**src/alarm_level_defines.vh**
```
/*
 * Register indices, field positions, reset values and source codes for the
 * alarm / level-steering threshold block.
 * Assumes: included by bare name; byte address of a register is 4 * index.
 */
`ifndef ALARM_LEVEL_DEFINES_VH
`define ALARM_LEVEL_DEFINES_VH

// register indices (byte address = index * 4)
`define IDX_THRESHOLD_INPUT_SELECT      8'h1E
`define IDX_LOW_TRIGGER_OR_LEVEL_ONE    8'h1F
`define IDX_LOW_SUBSTITUTE_OR_LEVEL_TWO 8'h20
`define IDX_HIGH_TRIGGER_OR_LEVEL_THREE 8'h21
`define IDX_HIGH_SUBSTITUTE_LEVEL       8'h22
`define IDX_MODE_CONTROL                8'h10
`define IDX_EVENT_STATUS                8'h11
`define IDX_EVENT_MASK                  8'h12
`define IDX_BLOCK_STATUS                8'h13

// byte address bits that carry the index
`define ADDR_IDX_HI 9
`define ADDR_IDX_LO 2

// threshold_input_select fields
`define ALARM_SEL_HI 7
`define ALARM_SEL_LO 5
`define LEVEL_SEL_HI 6
`define LEVEL_SEL_LO 5

// mode_control fields
`define MODE_ALARM_EN   0
`define MODE_LEVEL_EN   1
`define MODE_CURRENT_EN 2
`define MODE_VOLTAGE_EN 3
`define MODE_WIDTH      4

// event bits
`define EV_ALARM_LOW    0
`define EV_ALARM_HIGH   1
`define EV_LEVEL_CHANGE 2
`define EV_WIDTH        3

// block_status fields
`define ST_ALARM        0
`define ST_ALARM_LOW    1
`define ST_ALARM_HIGH   2
`define ST_LINE_LOW     3
`define ST_LINE_HIGH    4
`define ST_MODE_LEVEL   5
`define ST_MODE_ALARM   6
`define ST_OUT_LO       8

// source codes
`define SRC_TEMP_AMP    3'h0
`define SRC_INPUT_AMP   3'h1
`define SRC_GAIN_NODE   3'h2
`define SRC_VOLT_MODE   3'h3
`define SRC_LINE_LOW    3'h4
`define SRC_LINE_HIGH   3'h5

`define RESET_BYTE      8'h00
`define RESET_MODE      4'h0
`define RESET_EVENTS    3'h0

`endif

```
**src/alarm_level_steering.v**
```verilog
/*
 * Alarm and level-steering threshold logic with an APB register slave.
 * Assumes: one clock clk, synchronous active-high rst; update_strobe pulses
 * once per output update cycle with fresh conditioning-chain samples.
 */
// Implementation choice: the APB slave port.
`timescale 1ns/1ns
`include "alarm_level_defines.vh"

module alarm_level_steering #(
    parameter W = 8
) (
    input  wire         clk,
    input  wire         rst,
    input  wire         psel,
    input  wire         penable,
    input  wire         pwrite,
    input  wire [31:0]  paddr,
    input  wire [31:0]  pwdata,
    output wire [31:0]  prdata,
    output wire         pready,
    output wire         pslverr,
    input  wire         update_strobe,
    input  wire [W-1:0] temp_amp_output,
    input  wire [W-1:0] input_amp_output,
    input  wire [W-1:0] gain_node_output,
    input  wire [W-1:0] voltage_mode_output,
    input  wire [W-1:0] computed_output_value,
    input  wire         line_low_in,
    input  wire         line_high_in,
    output wire [W-1:0] digital_output_value,
    output wire         alarm,
    output wire         level_line_low,
    output wire         level_line_high,
    output wire         irq
);
    reg  [7:0]            sel_q;
    reg  [W-1:0]          lvl1_q;
    reg  [W-1:0]          lvl2_q;
    reg  [W-1:0]          lvl3_q;
    reg  [W-1:0]          hsub_q;
    reg  [`MODE_WIDTH-1:0] mode_q;
    reg  [`EV_WIDTH-1:0]  ev_status_q;
    reg  [`EV_WIDTH-1:0]  ev_status_d;
    reg  [`EV_WIDTH-1:0]  ev_mask_q;
    reg  [31:0]           prdata_q;
    reg                   pready_q;
    reg                   pslverr_q;
    reg                   irq_q;
    reg  [W-1:0]          dout_q;
    reg                   alarm_q;
    reg                   alarm_low_q;
    reg                   alarm_high_q;
    reg  [1:0]            code_q;
    reg  [31:0]           rd_word;
    reg                   rd_hit;

    wire [7:0]   idx = paddr[`ADDR_IDX_HI:`ADDR_IDX_LO];
    wire         setup = psel & ~penable;
    wire         wr_en = psel & penable & pready_q & pwrite;
    wire [W-1:0] alarm_sample;
    wire [W-1:0] level_sample;
    wire [1:0]   level_code;

    // level steering dominates; dual output mode kills the alarm
    wire level_mode = mode_q[`MODE_LEVEL_EN];
    wire dual_out   = mode_q[`MODE_CURRENT_EN] & mode_q[`MODE_VOLTAGE_EN];
    wire alarm_mode = mode_q[`MODE_ALARM_EN] & ~level_mode & ~dual_out;

    // alarm source from the three top bits
    signal_select #(.W(W)) u_alarm_sel (
        .sel                 (sel_q[`ALARM_SEL_HI:`ALARM_SEL_LO]),
        .temp_amp_output     (temp_amp_output),
        .input_amp_output    (input_amp_output),
        .gain_node_output    (gain_node_output),
        .voltage_mode_output (voltage_mode_output),
        .line_low_in         (line_low_in),
        .line_high_in        (line_high_in),
        .selected            (alarm_sample)
    );

    // level source: two bits, top select bit forced low to stay in range
    signal_select #(.W(W)) u_level_sel (
        .sel                 ({1'b0, sel_q[`LEVEL_SEL_HI:`LEVEL_SEL_LO]}),
        .temp_amp_output     (temp_amp_output),
        .input_amp_output    (input_amp_output),
        .gain_node_output    (gain_node_output),
        .voltage_mode_output (voltage_mode_output),
        .line_low_in         (line_low_in),
        .line_high_in        (line_high_in),
        .selected            (level_sample)
    );

    // same three bytes reinterpreted as ascending boundaries
    level_encoder #(.W(W)) u_levels (
        .sample (level_sample),
        .levels ({lvl3_q, lvl2_q, lvl1_q}),
        .code   (level_code)
    );

    wire low_hit  = alarm_mode & (alarm_sample < lvl1_q);
    wire high_hit = alarm_mode & (alarm_sample > lvl3_q);

    // evaluation only on the update strobe so outputs hold between updates
    always @(posedge clk) begin
        if (rst) begin
            dout_q       <= {W{1'b0}};
            alarm_q      <= 1'b0;
            alarm_low_q  <= 1'b0;
            alarm_high_q <= 1'b0;
            code_q       <= 2'b00;
        end else if (update_strobe) begin
            alarm_low_q  <= low_hit;
            alarm_high_q <= high_hit;
            alarm_q      <= low_hit | high_hit;
            if (low_hit) begin
                dout_q <= lvl2_q;
            end else if (high_hit) begin
                dout_q <= hsub_q;
            end else begin
                dout_q <= computed_output_value;
            end
            if (level_mode) begin
                code_q <= level_code;
            end else begin
                code_q <= 2'b00;
            end
        end
    end

    // sticky events; a new event beats a same-cycle write-one clear
    always @* begin
        ev_status_d = ev_status_q;
        if (wr_en && idx == `IDX_EVENT_STATUS) begin
            ev_status_d = ev_status_q & ~pwdata[`EV_WIDTH-1:0];
        end
        if (update_strobe) begin
            if (low_hit & ~alarm_low_q) begin
                ev_status_d[`EV_ALARM_LOW] = 1'b1;
            end
            if (high_hit & ~alarm_high_q) begin
                ev_status_d[`EV_ALARM_HIGH] = 1'b1;
            end
            if (level_mode && level_code != code_q) begin
                ev_status_d[`EV_LEVEL_CHANGE] = 1'b1;
            end
        end
    end

    always @* begin
        rd_word = 32'h0000_0000;
        rd_hit  = 1'b1;
        case (idx)
            `IDX_THRESHOLD_INPUT_SELECT:      rd_word[7:0] = sel_q;
            `IDX_LOW_TRIGGER_OR_LEVEL_ONE:    rd_word[W-1:0] = lvl1_q;
            `IDX_LOW_SUBSTITUTE_OR_LEVEL_TWO: rd_word[W-1:0] = lvl2_q;
            `IDX_HIGH_TRIGGER_OR_LEVEL_THREE: rd_word[W-1:0] = lvl3_q;
            `IDX_HIGH_SUBSTITUTE_LEVEL:       rd_word[W-1:0] = hsub_q;
            `IDX_MODE_CONTROL:                rd_word[`MODE_WIDTH-1:0] = mode_q;
            `IDX_EVENT_STATUS:                rd_word[`EV_WIDTH-1:0] = ev_status_q;
            `IDX_EVENT_MASK:                  rd_word[`EV_WIDTH-1:0] = ev_mask_q;
            `IDX_BLOCK_STATUS: begin
                rd_word[`ST_ALARM]      = alarm_q;
                rd_word[`ST_ALARM_LOW]  = alarm_low_q;
                rd_word[`ST_ALARM_HIGH] = alarm_high_q;
                rd_word[`ST_LINE_LOW]   = code_q[0];
                rd_word[`ST_LINE_HIGH]  = code_q[1];
                rd_word[`ST_MODE_LEVEL] = level_mode;
                rd_word[`ST_MODE_ALARM] = alarm_mode;
                rd_word[`ST_OUT_LO +: W] = dout_q;
            end
            default: rd_hit = 1'b0;
        endcase
    end

    // one wait-free access phase: answer prepared at the setup edge
    always @(posedge clk) begin
        if (rst) begin
            pready_q  <= 1'b0;
            pslverr_q <= 1'b0;
            prdata_q  <= 32'h0000_0000;
        end else begin
            pready_q  <= setup;
            pslverr_q <= setup & ~rd_hit;
            if (setup && !pwrite) begin
                prdata_q <= rd_word;
            end
        end
    end

    always @(posedge clk) begin
        if (rst) begin
            sel_q       <= `RESET_BYTE;
            lvl1_q      <= {W{1'b0}};
            lvl2_q      <= {W{1'b0}};
            lvl3_q      <= {W{1'b0}};
            hsub_q      <= {W{1'b0}};
            mode_q      <= `RESET_MODE;
            ev_mask_q   <= `RESET_EVENTS;
            ev_status_q <= `RESET_EVENTS;
            irq_q       <= 1'b0;
        end else begin
            ev_status_q <= ev_status_d;
            irq_q       <= |(ev_status_d & ev_mask_q);
            if (wr_en) begin
                case (idx)
                    `IDX_THRESHOLD_INPUT_SELECT:      sel_q <= pwdata[7:0];
                    `IDX_LOW_TRIGGER_OR_LEVEL_ONE:    lvl1_q <= pwdata[W-1:0];
                    `IDX_LOW_SUBSTITUTE_OR_LEVEL_TWO: lvl2_q <= pwdata[W-1:0];
                    `IDX_HIGH_TRIGGER_OR_LEVEL_THREE: lvl3_q <= pwdata[W-1:0];
                    `IDX_HIGH_SUBSTITUTE_LEVEL:       hsub_q <= pwdata[W-1:0];
                    `IDX_MODE_CONTROL:    mode_q <= pwdata[`MODE_WIDTH-1:0];
                    `IDX_EVENT_MASK:      ev_mask_q <= pwdata[`EV_WIDTH-1:0];
                    default: ;
                endcase
            end
        end
    end

    assign prdata               = prdata_q;
    assign pready               = pready_q;
    assign pslverr              = pslverr_q;
    assign irq                  = irq_q;
    assign digital_output_value = dout_q;
    assign alarm                = alarm_q;
    assign level_line_low       = code_q[0];
    assign level_line_high      = code_q[1];
endmodule // alarm_level_steering

```
**src/signal_select.v**
```verilog
/*
 * Source selector for a threshold comparison.
 * Assumes: all analog-chain samples are already digital and synchronous to clk.
 */
`timescale 1ns/1ns
`include "alarm_level_defines.vh"

module signal_select #(
    parameter W = 8
) (
    input  wire [2:0]   sel,
    input  wire [W-1:0] temp_amp_output,
    input  wire [W-1:0] input_amp_output,
    input  wire [W-1:0] gain_node_output,
    input  wire [W-1:0] voltage_mode_output,
    input  wire         line_low_in,
    input  wire         line_high_in,
    output reg  [W-1:0] selected
);
    // digital lines compare as full-scale or zero
    always @* begin
        case (sel)
            `SRC_TEMP_AMP:  selected = temp_amp_output;
            `SRC_INPUT_AMP: selected = input_amp_output;
            `SRC_GAIN_NODE: selected = gain_node_output;
            `SRC_VOLT_MODE: selected = voltage_mode_output;
            `SRC_LINE_LOW:  selected = {W{line_low_in}};
            `SRC_LINE_HIGH: selected = {W{line_high_in}};
            default:        selected = temp_amp_output;
        endcase
    end
endmodule // signal_select

```
**src/level_encoder.v**
```verilog
/*
 * Three-boundary encoder: counts how many levels the sample has reached.
 * Assumes: levels are ascending; result is the two-line code {high, low}.
 */
`timescale 1ns/1ns

module level_encoder #(
    parameter W = 8
) (
    input  wire [W-1:0]   sample,
    input  wire [3*W-1:0] levels,
    output wire [1:0]     code
);
    wire [2:0] reached;

    genvar i;
    generate
        for (i = 0; i < 3; i = i + 1) begin : g_cmp
            // reaching a level counts as crossing it
            assign reached[i] = (sample >= levels[i*W +: W]);
        end
    endgenerate

    assign code = {1'b0, reached[0]} + {1'b0, reached[1]} + {1'b0, reached[2]};
endmodule // level_encoder

```
**config.mk**
```make
export PLATFORM = sky130hd
export DESIGN_NAME = alarm_level_steering
export DESIGN_NICKNAME = d
export VERILOG_FILES = /design/src/alarm_level_steering.v /design/src/signal_select.v /design/src/level_encoder.v
export VERILOG_INCLUDE_DIRS = /design/src
export SDC_FILE = /design/constraint.sdc
export NUM_CORES = 1
export LEC_CHECK = 0
export BUFFER_PORTS_ARGS = -buffer_cell sky130_fd_sc_hd__buf_2
export CORE_MARGIN = 1.5
export CORE_UTILIZATION = 56
export DETAILED_ROUTE_END_ITERATION = 12
export PLACE_DENSITY = 0.91
export SYNTH_ARGS = -nofsm -noshare
export SYNTH_HDL_FRONTEND = slang
export SYNTH_SLANG_ARGS = --single-unit
```
**constraint.sdc**
```tcl
create_clock -name clk -period 6.32 [get_ports clk]
set_clock_uncertainty 0.1 [all_clocks]
set_input_delay 0.632 -clock clk [delete_from_list [all_inputs] [get_ports clk]]
set_output_delay 0.632 -clock clk [all_outputs]
set_load 0.03 [all_outputs]
```
==> impl_metrics.yaml <==
power:
  power.switching_uw: 303
  seqPwrFrac_pct: 49.5
  peakVddDrop_mv: 0.112
  combPwrFrac_pct: 14.3
  switching_share_pct: 28.5
  power.internal_uw: 761
  clockPowerShare_pct: 36.1
  p_per_area_mw_per_mm2: 183
  total_leakage_power_uw: 0.00249
setup_path:
  timing_worst_setup_path_type: "reg -> reg"
  cp_data_arrival_time_ps: 4620
  path_max_fanout: 17
  start_kind: "flip-flop"
  critPathCaptureType: "flip-flop"
  required_ps: 6460
placement:
  portBuffers: 93
  dpl.hpwl_um: 11300
  gp_routability_congestion: 0.981
  placed_cell_area_mm2: 0.00563
clock_tree:
  cts_sinks: 82
  h-tree-depth: 3
  postCtsHoldBufs: 0
  postCtsSetupBuffers: 0
  clk_latency_ps: 360
  cts_inserted_buffers: 9
  clockRootBuffer: "clkbuf_8"
  clk_path_buf_depth: 2
  tritoncts: "done"
  cts_resized: 0
  cts.reportedPaths.clkPinSlew_ps: 80
timing:
  hold_viol: 0
  min_period_over_period_pct: 70.8
  slew_viol_final: 0
  period_minus_slack_ps: 4480
  setup_viol: 0
  worst-slew-pin-transition_ps: 1010
  rsz0062_at_grt: "false"
  slew_headroom_pct: 32.2
  setup_tns_ps: 0
  fmax_mhz: 223
floorplanning:
  die_x_um: 99.5
  die_area_mm2: 0.00989
  top_level_ports: 158
  initial_core_util_pct: 57.2
  row_count: 35
  die_h_um: 99.5
  coreArea_mm2: 0.00911
status:
  status: "finished, final reports clean"
cells_and_area:
  final_area_mm2: 0.00583
  nNetsFinal: 842
  n_fill_cell: 747
  seqCellArea_mm2: 0.00164
  drive_above_1_share_pct: 20.3
  final_util_pct: 64.0
  area_delta_synth_final_pct: 11.8
  multi_input_area_mm2: 0.00326
  diodes: 0
synth:
  synth_top_flop_cell: "dfxtp_1"
  syn_area_mm2: 0.00521
  async_flop_share_pct: 0
  synthDistinctLibCells: 67
  ys_ff_latch: 82
  synthCells: 618
  ys_seq_area_share_pct: 31.5
  synth_edf_count: 0
  yosys_warnings: 0
  avgSynthCellArea_um2: 8.43
route:
  dr.first_iter.drc_count: 462
  dr.pass1.iters: 5
  drc_errors: 0
  dr_total_vias: 5031
  ant_nets: 0
  wire_per_inst_um: 18.5
  routed_wl_um: 14900
  routed_via_density: 6.24
global_route:
  grt_max_degree: 83
  grt_pass1_vias: 4692
  gr-total-overflow: 0
  antenna_found_initial: 0
  grt_usage_pct: 30.7
  grt_pass1_wl_um: 23800
hold_path:
  hp-class: "reg -> reg"
run:
  drv_cap: 0
[through the flow]
step | hold slack, ps | worst slack, ps | total power, µW | instances
after floorplan | 332 | 2400 | 644 | 633
after global placement | 336 | 1960 | 683 | 790
after detailed placement | 341 | 1910 | 689 | 790
after CTS | 353 | 1870 | 1060 | 806
after global routing | 371 | 1500 | 1110 | 806
final | 350 | 1840 | 1060 | 806
[worst paths after layout]
kind / from / slack (ps) / endpoint / cells past startpoint
hold reg to reg: prdata[10] / 350 / prdata[10] / 2
setup / recovery: sel_q[6] / 1840 / irq / 15
setup reg to reg: sel_q[6] / 1840 / irq / 15
hold / removal: prdata[10] / 350 / prdata[10] / 2
[power by group through the flow]
stage                     combinational, µW  sequential [µW]  clock, µW
after floorplan                        93.5              551          0
after global placement                  144              539          0
after detailed placement                150              539          0
after CTS                               150              527        386
after global routing                    165              528        412
final                                   152              527        384
[cell type report]
class / instances / area share [%]
inverter: 29 / 1.87
sequential: 82 / 28.2
multi-input combinational: 473 / 55.9
clock buffer: 9 / 2.13
timing repair buffer: 95 / 8.25
tap: 111 / 2.38
clock inverter: 7 / 1.29
[registers in the layout, summed over array words and instances, names as in the netlist, 2 cells and up]
signal                flops
prdata                   16
digital_output_value      8
hsub_q                    8
lvl1_q                    8
lvl2_q                    8
lvl3_q                    8
sel_q                     8
mode_q                    4
ev_mask_q                 3
ev_status_q               3
code_q                    2
[routing by layer]
metal  vias to the layer above  global-route usage, %  routed length, µm  part of all wire, %
met4                         0                   12.7                532                  3.6
met5                         -                      0                  0                    0
met1                      2365                   39.7               6180                   41
met3                        41                   5.20               1270                  8.5
li1                       2352                      -                  -                    -
met2                       273                   50.7               6950                   47
[logic make-up (layout without fill, tap and decap cells)]
family | after synthesis | in the layout | synth area share [%]
other | 1 | 16 | 0.0720
adder cells (fa/ha/maj) | 40 | 40 | 9.75
AND/OR/NAND/NOR | 217 | 217 | 20.5
buffers and inverters | 78 | 140 | 7.06
multiplexers | 62 | 62 | 12.2
AO/OA/AOI/OAI | 136 | 136 | 18.5
XOR/XNOR | 2 | 2 | 0.336
flip-flops | 82 | 82 | 31.5
[critical path: stages (launching register included)]
cell and delay, ps:
dfxtp_1 760, o21ai_0 190, o21ai_0 420, ha_1 320, nand2b_1 130, a21o_1 170, a21o_1 190, a211oi_1 240
o21bai_1 120, a31oi_1 250, fa_1 490, xor2_1 160, a21oi_1 150, a21oi_1 210, o21ai_0 110, a221o_1 360
[Yosys cell counts, types with 4 or more instances]
| master | number | area share [%] |
|---|---|---|
| buf_4 | 17 | 2.4 |
| a22oi_1 | 14 | 2.0 |
| nor2_1 | 82 | 5.9 |
| o22a_1 | 8 | 1.3 |
| mux2i_1 | 49 | 9.4 |
| nor4_1 | 8 | 0.96 |
| mux2_2 | 13 | 2.8 |
| and3_1 | 9 | 1.1 |
| dfxtp_1 | 82 | 32 |
| a221oi_1 | 4 | 0.67 |
| clkbuf_1 | 24 | 1.7 |
| buf_1 | 4 | 0.29 |
| nor3_1 | 11 | 1.1 |
| a21o_1 | 11 | 1.6 |
| ha_1 | 39 | 9.4 |
| a211oi_1 | 8 | 1.2 |
| a21oi_1 | 35 | 3.4 |
| nand2b_1 | 6 | 0.72 |
| nand2_1 | 58 | 4.2 |
| inv_1 | 29 | 2.1 |
| o21ai_0 | 17 | 1.6 |
| nand3_1 | 15 | 1.4 |
| a311o_1 | 6 | 1.2 |
[cell usage in the layout (no fill, tap or decap), types with 6 or more instances in the layout]
master     n
clkbuf_8   9
nand2b_1   6
conb_1    16
nand3_1   15
nor2_1    82
o21ai_0   17
a311o_1    6
nand2_1   58
and3_1     9
a22oi_1   14
ha_1      39
a211oi_1   8
dfxtp_1   82
mux2i_1   49
nor3_1    11
o22a_1     8
buf_2     93
mux2_2    13
a21oi_1   35
nor4_1     8
inv_1     29
a21o_1    11
No activity file was read; power rests on OpenSTA's default activity.
